## src/core/at2_pkg.sv

```systemverilog
package at2_pkg;

  // ----------------------------------------------------------------
  // Register indices (byte address is four times the index)
  // ----------------------------------------------------------------
  localparam logic [7:0] IDX_IRQ_FLAGS = 8'h37;
  localparam logic [7:0] IDX_IRQ_MASK = 8'h70;
  localparam logic [7:0] IDX_CTL_A = 8'hb0;
  localparam logic [7:0] IDX_CTL_B = 8'hb1;
  localparam logic [7:0] IDX_COUNT = 8'hb2;
  localparam logic [7:0] IDX_CMP_A = 8'hb3;
  localparam logic [7:0] IDX_CMP_B = 8'hb4;
  localparam logic [7:0] IDX_ASYNC = 8'hb6;
  localparam logic [7:0] IDX_CPU_FLAGS = 8'hc0;

  // ----------------------------------------------------------------
  // Field positions
  // ----------------------------------------------------------------
  localparam int CTLB_FORCE_A = 7;
  localparam int CTLB_FORCE_B = 6;
  localparam int CTLB_WAVE_HI = 3;
  localparam int ASYNC_EXT_EN = 6;
  localparam int ASYNC_SEL = 5;
  localparam int BUSY_COUNT = 4;
  localparam int BUSY_CMP_A = 3;
  localparam int BUSY_CMP_B = 2;
  localparam int BUSY_CTL_A = 1;
  localparam int BUSY_CTL_B = 0;
  localparam int FLAG_MATCH_B = 2;
  localparam int FLAG_MATCH_A = 1;
  localparam int FLAG_OVF = 0;
  localparam int CPU_GIE = 7;

  // ----------------------------------------------------------------
  // Masks, values after reset and counter limits
  // ----------------------------------------------------------------
  localparam logic [7:0] CTLA_MASK = 8'hf3;
  localparam logic [7:0] CTLB_MASK = 8'h0f;
  localparam logic [7:0] FLAG_MASK = 8'h07;
  localparam logic [7:0] RST_BYTE = 8'h00;
  localparam logic [4:0] RST_BUSY = 5'h00;
  localparam logic [7:0] COUNT_MAX = 8'hff;
  localparam logic [7:0] COUNT_BOTTOM = 8'h00;

  // ----------------------------------------------------------------
  // Prescaler taps
  // ----------------------------------------------------------------
  localparam int PRE_W = 10;
  localparam logic [9:0] PRE_DIV1 = 10'h000;
  localparam logic [9:0] PRE_DIV8 = 10'h007;
  localparam logic [9:0] PRE_DIV32 = 10'h01f;
  localparam logic [9:0] PRE_DIV64 = 10'h03f;
  localparam logic [9:0] PRE_DIV128 = 10'h07f;
  localparam logic [9:0] PRE_DIV256 = 10'h0ff;
  localparam logic [9:0] PRE_DIV1024 = 10'h3ff;

  typedef enum logic [1:0] {
    DIR_UP = 2'b01,
    DIR_DOWN = 2'b10
  } at2_dir_e;

  typedef struct packed {
    logic [7:0] ctl_a;
    logic [7:0] ctl_b;
    logic [7:0] cmp_a;
    logic [7:0] cmp_b;
  } at2_cfg_s;

endpackage

```

## src/core/at2_prescale.sv

```systemverilog
`timescale 1ns/1ps
`default_nettype none
module at2_prescale
  import at2_pkg::*;
(
  input wire logic pclk,
  input wire logic presetn,
  input wire logic src_tick,
  input wire logic [2:0] clk_sel,
  output logic cnt_tick
);

  logic [PRE_W-1:0] pre_r;

  function automatic logic [PRE_W-1:0] tap_mask(input logic [2:0] sel);
    case (sel)
      3'h2: tap_mask = PRE_DIV8;
      3'h3: tap_mask = PRE_DIV32;
      3'h4: tap_mask = PRE_DIV64;
      3'h5: tap_mask = PRE_DIV128;
      3'h6: tap_mask = PRE_DIV256;
      3'h7: tap_mask = PRE_DIV1024;
      default: tap_mask = PRE_DIV1;
    endcase
  endfunction

  // ----------------------------------------------------------------
  // Free-running prefix counter
  // ----------------------------------------------------------------
  always_ff @(posedge pclk or negedge presetn) begin
    if (!presetn) begin
      pre_r <= '0;
    end else if (src_tick) begin
      pre_r <= pre_r + 1'b1;
    end
  end

  // Code zero stops the counter; other codes pick a tap.
  always_comb begin
    cnt_tick = src_tick && (clk_sel != 3'h0) &&
               ((pre_r & tap_mask(clk_sel)) == tap_mask(clk_sel));
  end

endmodule
`default_nettype wire

```

## src/core/at2_wave.sv

```systemverilog
`timescale 1ns/1ps
`default_nettype none
module at2_wave
  import at2_pkg::*;
(
  input wire logic pclk,
  input wire logic presetn,
  input wire logic match,
  input wire logic force_pulse,
  input wire logic bottom,
  input wire logic count_down,
  input wire logic [1:0] out_mode,
  input wire logic [2:0] wave_mode,
  input wire logic toggle_ok,
  output logic wave_out,
  output logic wave_oe
);

  logic pwm;
  logic fast;
  logic tog_pwm;

  assign pwm = wave_mode[0];
  assign fast = wave_mode[1];
  assign tog_pwm = toggle_ok && wave_mode[2];
  // In PWM the toggle code disconnects the pin unless toggling is allowed.
  assign wave_oe = (out_mode != 2'b00) && !(pwm && out_mode == 2'b01 && !tog_pwm);

  always_ff @(posedge pclk or negedge presetn) begin
    if (!presetn) begin
      wave_out <= 1'b0;
    end else if (!pwm) begin
      if (match || force_pulse) begin
        case (out_mode)
          2'b01: wave_out <= !wave_out;
          2'b10: wave_out <= 1'b0;
          2'b11: wave_out <= 1'b1;
          default: wave_out <= wave_out;
        endcase
      end
    end else if (match) begin
      case (out_mode)
        2'b01: wave_out <= tog_pwm ? !wave_out : wave_out;
        2'b10: wave_out <= !fast && count_down;
        2'b11: wave_out <= fast || !count_down;
        default: wave_out <= wave_out;
      endcase
    end else if (fast && bottom && out_mode[1]) begin
      wave_out <= !out_mode[0];
    end
  end

endmodule
`default_nettype wire

```

## src/core/at2_top.sv

```systemverilog
`timescale 1ns/1ps
`default_nettype none
module at2_top
  import at2_pkg::*;
(
  input wire logic pclk,
  input wire logic presetn,
  input wire logic psel,
  input wire logic penable,
  input wire logic pwrite,
  input wire logic [11:0] paddr,
  input wire logic [31:0] pwdata,
  output logic [31:0] prdata,
  output logic pready,
  output logic pslverr,
  input wire logic timer_osc_in,
  input wire logic [2:0] int_taken,
  output logic [2:0] irq_req,
  output logic wave_out_a,
  output logic wave_oe_a,
  output logic wave_out_b,
  output logic wave_oe_b,
  output logic xtal_osc_run,
  output logic ext_buf_en
);

  // ----------------------------------------------------------------
  // Declarations
  // ----------------------------------------------------------------
  at2_cfg_s hold_r, cfg_r;
  at2_dir_e dir_r;
  logic [7:0] cnt_hold_r, count_r, flags_r, mask_r, async_r;
  logic [7:0] idx, top, busy_view, rd_mux;
  logic [4:0] pend_r, xfer;
  logic [2:0] irq_r, wave_mode;
  logic [1:0] force_pend_r, force_pulse_r;
  logic [31:0] prdata_r;
  logic gie_r, blk_r, osc_s1_r, osc_s2_r, osc_s3_r;
  logic addr_ok, wr_en, rd_setup, src_tick, cnt_tick, pwm, phase;
  logic at_top, at_bottom, match_a, match_b, ovf_evt, fast_bottom;

  function automatic logic known_idx(input logic [7:0] i);
    case (i)
      IDX_IRQ_FLAGS, IDX_IRQ_MASK, IDX_CTL_A, IDX_CTL_B,
      IDX_COUNT, IDX_CMP_A, IDX_CMP_B, IDX_ASYNC, IDX_CPU_FLAGS: known_idx = 1'b1;
      default: known_idx = 1'b0;
    endcase
  endfunction
  function automatic logic wr_hit(input logic en, input logic [7:0] i, input logic [7:0] want);
    wr_hit = en && (i == want);
  endfunction

  // ----------------------------------------------------------------
  // Bus decode
  // ----------------------------------------------------------------
  assign idx = paddr[9:2];
  assign addr_ok = (paddr[1:0] == 2'b00) && (paddr[11:10] == 2'b00) && known_idx(idx);
  assign wr_en = psel && penable && pwrite && addr_ok;
  assign rd_setup = psel && !penable && !pwrite;
  assign pready = 1'b1;
  assign pslverr = psel && penable && !addr_ok;
  assign prdata = prdata_r;

  // ----------------------------------------------------------------
  // Clock source selection
  // ----------------------------------------------------------------
  // The oscillator pin is slow against pclk, so its rising edge becomes
  // a one-cycle enable; pclk must run at least four times faster.
  always_ff @(posedge pclk or negedge presetn) begin
    if (!presetn) begin
      {osc_s3_r, osc_s2_r, osc_s1_r} <= 3'b000;
    end else begin
      {osc_s3_r, osc_s2_r, osc_s1_r} <= {osc_s2_r, osc_s1_r, timer_osc_in};
    end
  end

  assign src_tick = async_r[ASYNC_SEL] ? (osc_s2_r && !osc_s3_r) : 1'b1;
  assign xtal_osc_run = async_r[ASYNC_SEL] && !async_r[ASYNC_EXT_EN];
  assign ext_buf_en = async_r[ASYNC_SEL] && async_r[ASYNC_EXT_EN];
  at2_prescale u_pre (
    .pclk(pclk),
    .presetn(presetn),
    .src_tick(src_tick),
    .clk_sel(cfg_r.ctl_b[2:0]),
    .cnt_tick(cnt_tick)
  );

  // ----------------------------------------------------------------
  // Holding registers and busy handshake
  // ----------------------------------------------------------------
  // A pending value moves across on the next source tick, which in
  // synchronous mode is the very next cycle.
  assign xfer = pend_r & {5{src_tick}};
  always_ff @(posedge pclk or negedge presetn) begin
    if (!presetn) begin
      hold_r <= '0;
      cnt_hold_r <= RST_BYTE;
    end else begin
      if (wr_hit(wr_en, idx, IDX_CTL_A)) begin
        hold_r.ctl_a <= pwdata[7:0] & CTLA_MASK;
      end
      if (wr_hit(wr_en, idx, IDX_CTL_B)) begin
        hold_r.ctl_b <= pwdata[7:0] & CTLB_MASK;
      end
      if (wr_hit(wr_en, idx, IDX_CMP_A)) begin
        hold_r.cmp_a <= pwdata[7:0];
      end
      if (wr_hit(wr_en, idx, IDX_CMP_B)) begin
        hold_r.cmp_b <= pwdata[7:0];
      end
      if (wr_hit(wr_en, idx, IDX_COUNT)) begin
        cnt_hold_r <= pwdata[7:0];
      end
    end
  end

  // A write arriving in the transfer cycle keeps its busy bit set.
  always_ff @(posedge pclk or negedge presetn) begin
    if (!presetn) begin
      pend_r <= RST_BUSY;
    end else begin
      pend_r[BUSY_COUNT] <= wr_hit(wr_en, idx, IDX_COUNT) || (pend_r[BUSY_COUNT] && !xfer[BUSY_COUNT]);
      pend_r[BUSY_CMP_A] <= wr_hit(wr_en, idx, IDX_CMP_A) || (pend_r[BUSY_CMP_A] && !xfer[BUSY_CMP_A]);
      pend_r[BUSY_CMP_B] <= wr_hit(wr_en, idx, IDX_CMP_B) || (pend_r[BUSY_CMP_B] && !xfer[BUSY_CMP_B]);
      pend_r[BUSY_CTL_A] <= wr_hit(wr_en, idx, IDX_CTL_A) || (pend_r[BUSY_CTL_A] && !xfer[BUSY_CTL_A]);
      pend_r[BUSY_CTL_B] <= wr_hit(wr_en, idx, IDX_CTL_B) || (pend_r[BUSY_CTL_B] && !xfer[BUSY_CTL_B]);
    end
  end

  always_ff @(posedge pclk or negedge presetn) begin
    if (!presetn) begin
      cfg_r <= '0;
    end else begin
      if (xfer[BUSY_CTL_A]) begin
        cfg_r.ctl_a <= hold_r.ctl_a;
      end
      if (xfer[BUSY_CTL_B]) begin
        cfg_r.ctl_b <= hold_r.ctl_b;
      end
      if (xfer[BUSY_CMP_A]) begin
        cfg_r.cmp_a <= hold_r.cmp_a;
      end
      if (xfer[BUSY_CMP_B]) begin
        cfg_r.cmp_b <= hold_r.cmp_b;
      end
    end
  end

  // ----------------------------------------------------------------
  // Force strobes
  // ----------------------------------------------------------------
  // The strobe travels with the control B transfer so that it lands in
  // the same domain step as the new control value.
  always_ff @(posedge pclk or negedge presetn) begin
    if (!presetn) begin
      force_pend_r <= 2'b00;
      force_pulse_r <= 2'b00;
    end else begin
      force_pulse_r <= 2'b00;
      if (wr_hit(wr_en, idx, IDX_CTL_B)) begin
        force_pend_r <= {pwdata[CTLB_FORCE_A], pwdata[CTLB_FORCE_B]};
      end else if (xfer[BUSY_CTL_B]) begin
        force_pend_r <= 2'b00;
        force_pulse_r <= force_pend_r & {2{!hold_r.ctl_b[CTLB_WAVE_HI] && !pwm}};
      end
    end
  end

  // ----------------------------------------------------------------
  // Counter unit
  // ----------------------------------------------------------------
  assign wave_mode = {cfg_r.ctl_b[CTLB_WAVE_HI], cfg_r.ctl_a[1:0]};
  assign pwm = wave_mode[0];
  assign phase = wave_mode[0] && !wave_mode[1];
  assign top = (wave_mode[2] || wave_mode == 3'h2) ? cfg_r.cmp_a : COUNT_MAX;
  assign at_top = (count_r == top);
  assign at_bottom = (count_r == COUNT_BOTTOM);
  assign fast_bottom = cnt_tick && !phase && at_top;

  always_ff @(posedge pclk or negedge presetn) begin
    if (!presetn) begin
      count_r <= RST_BYTE;
      dir_r <= DIR_UP;
    end else if (xfer[BUSY_COUNT]) begin
      count_r <= cnt_hold_r;
    end else if (cnt_tick) begin
      if (!phase) begin
        count_r <= at_top ? COUNT_BOTTOM : count_r + 8'h01;
        dir_r <= DIR_UP;
      end else begin
        case (dir_r)
          DIR_UP: begin
            if (at_top) begin
              count_r <= count_r - 8'h01;
              dir_r <= DIR_DOWN;
            end else begin
              count_r <= count_r + 8'h01;
            end
          end
          DIR_DOWN: begin
            if (at_bottom) begin
              count_r <= count_r + 8'h01;
              dir_r <= DIR_UP;
            end else begin
              count_r <= count_r - 8'h01;
            end
          end
          default: dir_r <= DIR_UP;
        endcase
      end
    end
  end

  always_ff @(posedge pclk or negedge presetn) begin
    if (!presetn) begin
      blk_r <= 1'b0;
    end else if (xfer[BUSY_COUNT]) begin
      blk_r <= 1'b1;
    end else if (cnt_tick) begin
      blk_r <= 1'b0;
    end
  end

  // ----------------------------------------------------------------
  // Compare and overflow events
  // ----------------------------------------------------------------
  assign match_a = cnt_tick && !blk_r && (count_r == cfg_r.cmp_a);
  assign match_b = cnt_tick && !blk_r && (count_r == cfg_r.cmp_b);
  assign ovf_evt = cnt_tick && (phase ? (dir_r == DIR_DOWN && at_bottom)
                   : (wave_mode[2] ? at_top : count_r == COUNT_MAX));

  // Set wins over a clear in the same cycle, so no event is lost.
  always_ff @(posedge pclk or negedge presetn) begin
    if (!presetn) begin
      flags_r <= RST_BYTE;
    end else begin
      flags_r[FLAG_MATCH_A] <= match_a || (flags_r[FLAG_MATCH_A] && !int_taken[FLAG_MATCH_A]
        && !(wr_hit(wr_en, idx, IDX_IRQ_FLAGS) && pwdata[FLAG_MATCH_A]));
      flags_r[FLAG_MATCH_B] <= match_b || (flags_r[FLAG_MATCH_B] && !int_taken[FLAG_MATCH_B]
        && !(wr_hit(wr_en, idx, IDX_IRQ_FLAGS) && pwdata[FLAG_MATCH_B]));
      flags_r[FLAG_OVF] <= ovf_evt || (flags_r[FLAG_OVF] && !int_taken[FLAG_OVF]
        && !(wr_hit(wr_en, idx, IDX_IRQ_FLAGS) && pwdata[FLAG_OVF]));
    end
  end

  // ----------------------------------------------------------------
  // Mask, global enable, async status
  // ----------------------------------------------------------------
  always_ff @(posedge pclk or negedge presetn) begin
    if (!presetn) begin
      mask_r <= RST_BYTE;
      gie_r <= 1'b0;
      async_r <= RST_BYTE;
    end else begin
      if (wr_hit(wr_en, idx, IDX_IRQ_MASK)) begin
        mask_r <= pwdata[7:0] & FLAG_MASK;
      end
      if (wr_hit(wr_en, idx, IDX_CPU_FLAGS)) begin
        gie_r <= pwdata[CPU_GIE];
      end
      if (wr_hit(wr_en, idx, IDX_ASYNC)) begin
        async_r[ASYNC_EXT_EN] <= pwdata[ASYNC_EXT_EN];
        async_r[ASYNC_SEL] <= pwdata[ASYNC_SEL];
      end
    end
  end

  // Flags are taken from flip-flops only, never from raw events.
  always_ff @(posedge pclk or negedge presetn) begin
    if (!presetn) begin
      irq_r <= 3'b000;
    end else begin
      irq_r <= flags_r[2:0] & mask_r[2:0] & {3{gie_r}};
    end
  end
  assign irq_req = irq_r;
  // ----------------------------------------------------------------
  // Read path
  // ----------------------------------------------------------------
  assign busy_view = {3'b000, pend_r & {5{async_r[ASYNC_SEL]}}};
  always_comb begin
    case (idx)
      IDX_IRQ_FLAGS: rd_mux = flags_r & FLAG_MASK;
      IDX_IRQ_MASK: rd_mux = mask_r;
      IDX_CTL_A: rd_mux = hold_r.ctl_a;
      IDX_CTL_B: rd_mux = hold_r.ctl_b & CTLB_MASK;
      IDX_COUNT: rd_mux = count_r;
      IDX_CMP_A: rd_mux = hold_r.cmp_a;
      IDX_CMP_B: rd_mux = hold_r.cmp_b;
      IDX_ASYNC: rd_mux = (async_r & 8'h60) | busy_view;
      IDX_CPU_FLAGS: rd_mux = {gie_r, 7'h00};
      default: rd_mux = 8'h00;
    endcase
  end

  // Read data is captured in the setup cycle and held through access.
  always_ff @(posedge pclk or negedge presetn) begin
    if (!presetn) begin
      prdata_r <= 32'h0000_0000;
    end else if (rd_setup) begin
      prdata_r <= {24'h00_0000, addr_ok ? rd_mux : 8'h00};
    end
  end

  // ----------------------------------------------------------------
  // Waveform outputs
  // ----------------------------------------------------------------
  // Forced pulses reach only the wave units: no flag, no counter clear.
  at2_wave u_wave_a (
    .pclk(pclk),
    .presetn(presetn),
    .match(match_a),
    .force_pulse(force_pulse_r[1]),
    .bottom(fast_bottom),
    .count_down(dir_r == DIR_DOWN),
    .out_mode(cfg_r.ctl_a[7:6]),
    .wave_mode(wave_mode),
    .toggle_ok(1'b1),
    .wave_out(wave_out_a),
    .wave_oe(wave_oe_a)
  );

  at2_wave u_wave_b (
    .pclk(pclk),
    .presetn(presetn),
    .match(match_b),
    .force_pulse(force_pulse_r[0]),
    .bottom(fast_bottom),
    .count_down(dir_r == DIR_DOWN),
    .out_mode(cfg_r.ctl_a[5:4]),
    .wave_mode(wave_mode),
    .toggle_ok(1'b0),
    .wave_out(wave_out_b),
    .wave_oe(wave_oe_b)
  );

endmodule
`default_nettype wire

```

## config.mk

```make
export PLATFORM = sky130hd
export DESIGN_NAME = at2_top
export DESIGN_NICKNAME = d
export VERILOG_FILES = /design/src/core/at2_pkg.sv /design/src/core/at2_prescale.sv /design/src/core/at2_wave.sv /design/src/core/at2_top.sv
export SDC_FILE = /design/constraint.sdc
export NUM_CORES = 1
export LEC_CHECK = 0
export ABC_AREA = 1
export BUFFER_PORTS_ARGS = -buffer_cell sky130_fd_sc_hd__buf_2
export CORE_MARGIN = 2
export CORE_UTILIZATION = 40
export CTS_CLUSTER_SIZE = 8
export DETAILED_ROUTE_END_ITERATION = 12
export SLEW_MARGIN = 15
export SYNTH_ARGS = -nofsm -noshare
export SYNTH_HDL_FRONTEND = slang
export SYNTH_SLANG_ARGS = --single-unit
```

## constraint.sdc

```tcl
create_clock -name pclk -period 2.1 [get_ports pclk]
set_input_delay 0.525 -clock pclk [delete_from_list [all_inputs] [get_ports pclk]]
set_output_delay 0.525 -clock pclk [all_outputs]
set_load 0.02 [all_outputs]
```

==> key figures <==
Detailed routing
  • Vias per cell: 4.840
  • 1st-iter DRT viols: 323
  • Final antenna-violating net count: 0
  • Vias: 5735
  • First drt pass iteration count: 5
  • Wirelength per Cell: 14.82 um
  • Remaining routing DRC violations: 0
  • Post-Route WL: 17560 um

Logic synthesis
  • Post-Synth Simple-Gate Area: 0.2632
  • Top cells by count, synth: nand2_1, inv_1, dfrtp_1, o21ai_0, nor2_1
  • Synth warn: 0
  • Post-synthesis cell type count: 42
  • Main combinational cell family by area after synthesis: simple AND/OR/NAND/NOR gates
  • Top FF cell, synth: dfrtp_1
  • Post-synth EDFFs: 0
  • Multiplexer share of the synthesized area: 0
  • Area leader, netlist: dfrtp_1
  • Top cell type's share of synthesized area: 0.4471
  • Synth Register Bits: 115
  • Synth Cell Area: 6380 um^2
  • Ranking of synthesized cells by area: dfrtp_1, nand2_1, inv_1, o21ai_0, nor2_1
  • Asr flop ratio synth: 1.000
  • Synth Area per Inst: 7.687 um^2
  • Post-synthesis sequential area ratio: 0.4513
  • Most frequent cell after synthesis: nand2_1
  • Post-synthesis compound-gate area fraction: 0.1175
  • Post-synthesis cell count: 830
  • Adder-Cell Fraction of Synth Area: 0.01177
  • Xor and xnor area share after synthesis: 0.03981

GRT
  • Vias in the first global route: 5569
  • GRT Total Usage: 0.2265
  • Total grt overflow: 0
  • Largest net degree at the start of global routing: 34
  • Initial antenna violation count: 0
  • Global-route wire length before repair: 28860 um

Final layout
  • Layout area overhead: 26.93%
  • Footprint of the multi-input gates: 2912 um^2
  • Reg area: 2879 um^2
  • Finished Cell Area: 8098 um^2
  • Total inserted antenna cells: 0
  • Final Core Density: 0.5154
  • Total Nets Final: 1015
  • Share of cells above drive strength 1: 0.2085
  • Fillcell total: 1524

Status
  • Status: finished with violations
  • Failing checks: setup timing

Worst setup path
  • CP Cell Sequence: buf_2, inv_1, nor3_4, buf_6, nand3_4, inv_2, nor2_2, nand3_2, and2_4, nor2_4, buf_6
  • Slowest CP cell: nor3_4
  • Delay-heaviest family, CP: simple AND/OR/NAND/NOR gates
  • CP bufs+invs: 5
  • CP Launch Type: input port
  • Crit. End Element: output port
  • Crit Path Max Fanout: 2
  • Setup CP Type: input port to output port
  • CP peak stage delay: 0.22 ns
  • Crit path top cell by count: buf_6
  • Critical Path RT: 1.57 ns
  • WP data arrival: 1.60 ns

Power and ir drop
  • Clock power share: 0.548
  • Pwr dens: 703.8 nW/um^2
  • Worst VDD drop: 0.6007 mV
  • Comb pwr share: 0.052
  • Pint: 4408 uW
  • Sequential power share: 0.400
  • Leak pwr: 0.004102 uW
  • Power Total: 5699 uW
  • Sw Ratio: 0.2265
  • Net switching power: 1291 uW

Place
  • # port buffers: 46
  • GPL Wtd Cong: 0.9041
  • Area post-placement: 7278 um^2
  • Pre-CTS setup slack: -0.09253 ns
  • DP Wirelength: 13310 um

Clocking
  • Num CTS Buffers: 17
  • Clk sinks: 115
  • Htree depth: 4
  • Clock transition at path regs: 0.06 ns
  • Clk Latency, worst-skew pair: 0.42 ns
  • CTS tree: yes
  • Clk buf depth: 2
  • CTS root buf: clkbuf_16

Timing
  • Setup WS post-layout: -0.02663 ns
  • Unrepaired setup endpoints after global routing: yes
  • Count of final setup violators: 1
  • Fin crit period: 2.127 ns
  • Final Hold Vio Count: 0
  • Final Max Tran Viols: 0
  • Clock Skew: 0.01188 ns
  • Part of the cycle the worst path needs: 1.013
  • Fmax achieved: 470.2 MHz

Job
  • Max-Cap Viols: 0

Floorplanning
  • Initial Util: 0.4060
  • Core Footprint: 15710 um^2
  • Die H: 130.3 um
  • Die area: 16980 um^2
  • Number of I/O pins: 96
  • Cell Rows: 46
  • DIE WIDTH: 130.3 um

Min path
  • Hold Path Class: input port to asynchronous set/reset pin
## layer usage
layer	GRT usage	up-vias	share of wire
met1	0.2985	2706	0.45
met4	0.07906	0	0.022
li1	-	2848	-
met5	0	-	0
met3	0.05125	35	0.050
met2	0.3683	146	0.47
## timing repair
action	in CTS	in global routing
pin swaps	8	10
cloned	0	0
hold buffers	0	0
gates resized for setup	14	37
endpoints found under the setup margin	2	28
buffers inserted	9	4
## layout by cell type, fill, tap and decap left out, drive strengths merged, types with 14 or more instances in the layout
cell type	count
nand2	240
conb	25
xnor2	14
buf	125
inv	121
xor2	15
o21ai	94
dfrtp	114
nand4	15
nand3	44
clkbuf	21
nor2	71
## per-stage QoR
step	setup TNS, ns	cells	hold slack, ns
2_1_floorplan	0	853	0.2294
3_3_place_gp	-0.4615	1142	0.3325
3_5_place_dp	-0.5330	1142	0.3364
4_1_cts	-0.02636	1183	0.05503
5_1_grt	-0.1848	1185	0.06986
6_report	-0.02663	1185	0.05523
## cell type report
class | instances | share of cell area
inverter | 120 | 0.05593
clock buffer | 21 | 0.05686
timing repair buffer | 125 | 0.1171
tap | 216 | 0.03337
multi-input combinational | 577 | 0.3595
clock inverter | 11 | 0.02163
sequential | 115 | 0.3555
## flip-flops by register name, summed over array words and instances, names as in the netlist, 3 cells and up
name	flops
flags_r	3
count_r	8
prdata	8
cfg_r	26
irq_req	3
hold_r	26
pend_r	5
mask_r	3
u_pre.pre_r	10
cnt_hold_r	8
## power by group through the flow
stage,Combinational (uW),Clock (uW),Sequential [uW]
final,299,3120,2280
after global routing,333,3280,2280
after CTS,294,3170,2280
after detailed placement,278,0,2320
after global placement,279,0,2320
after floorplan,161,0,2310
## logic make-up (layout without fill, tap and decap cells)
kind of cell | Yosys count | in the layout
AO/OA/AOI/OAI | 132 | 132
XOR/XNOR | 29 | 29
adder cells (fa/ha/maj) | 6 | 6
buffers and inverters | 161 | 277
flip-flops | 115 | 115
other | 2 | 25
AND/OR/NAND/NOR | 385 | 385
## path summary, 6_finish.rpt
check                        startpoint    endpoint  slack [ns]  depth (start not counted)
min in group pclk          timer_osc_in    osc_s1_r        0.20                          1
max in group asynchronous       presetn  async_r[6]        1.51                          2
setup / recovery               paddr[9]     pslverr       -0.03                         11
hold / removal                  presetn  count_r[2]        0.06                          1
setup reg to reg             count_r[5]  count_r[1]        0.10                         10
hold reg to reg                osc_s1_r    osc_s2_r        0.35                          0
Power figures use the tool's default switching activity.
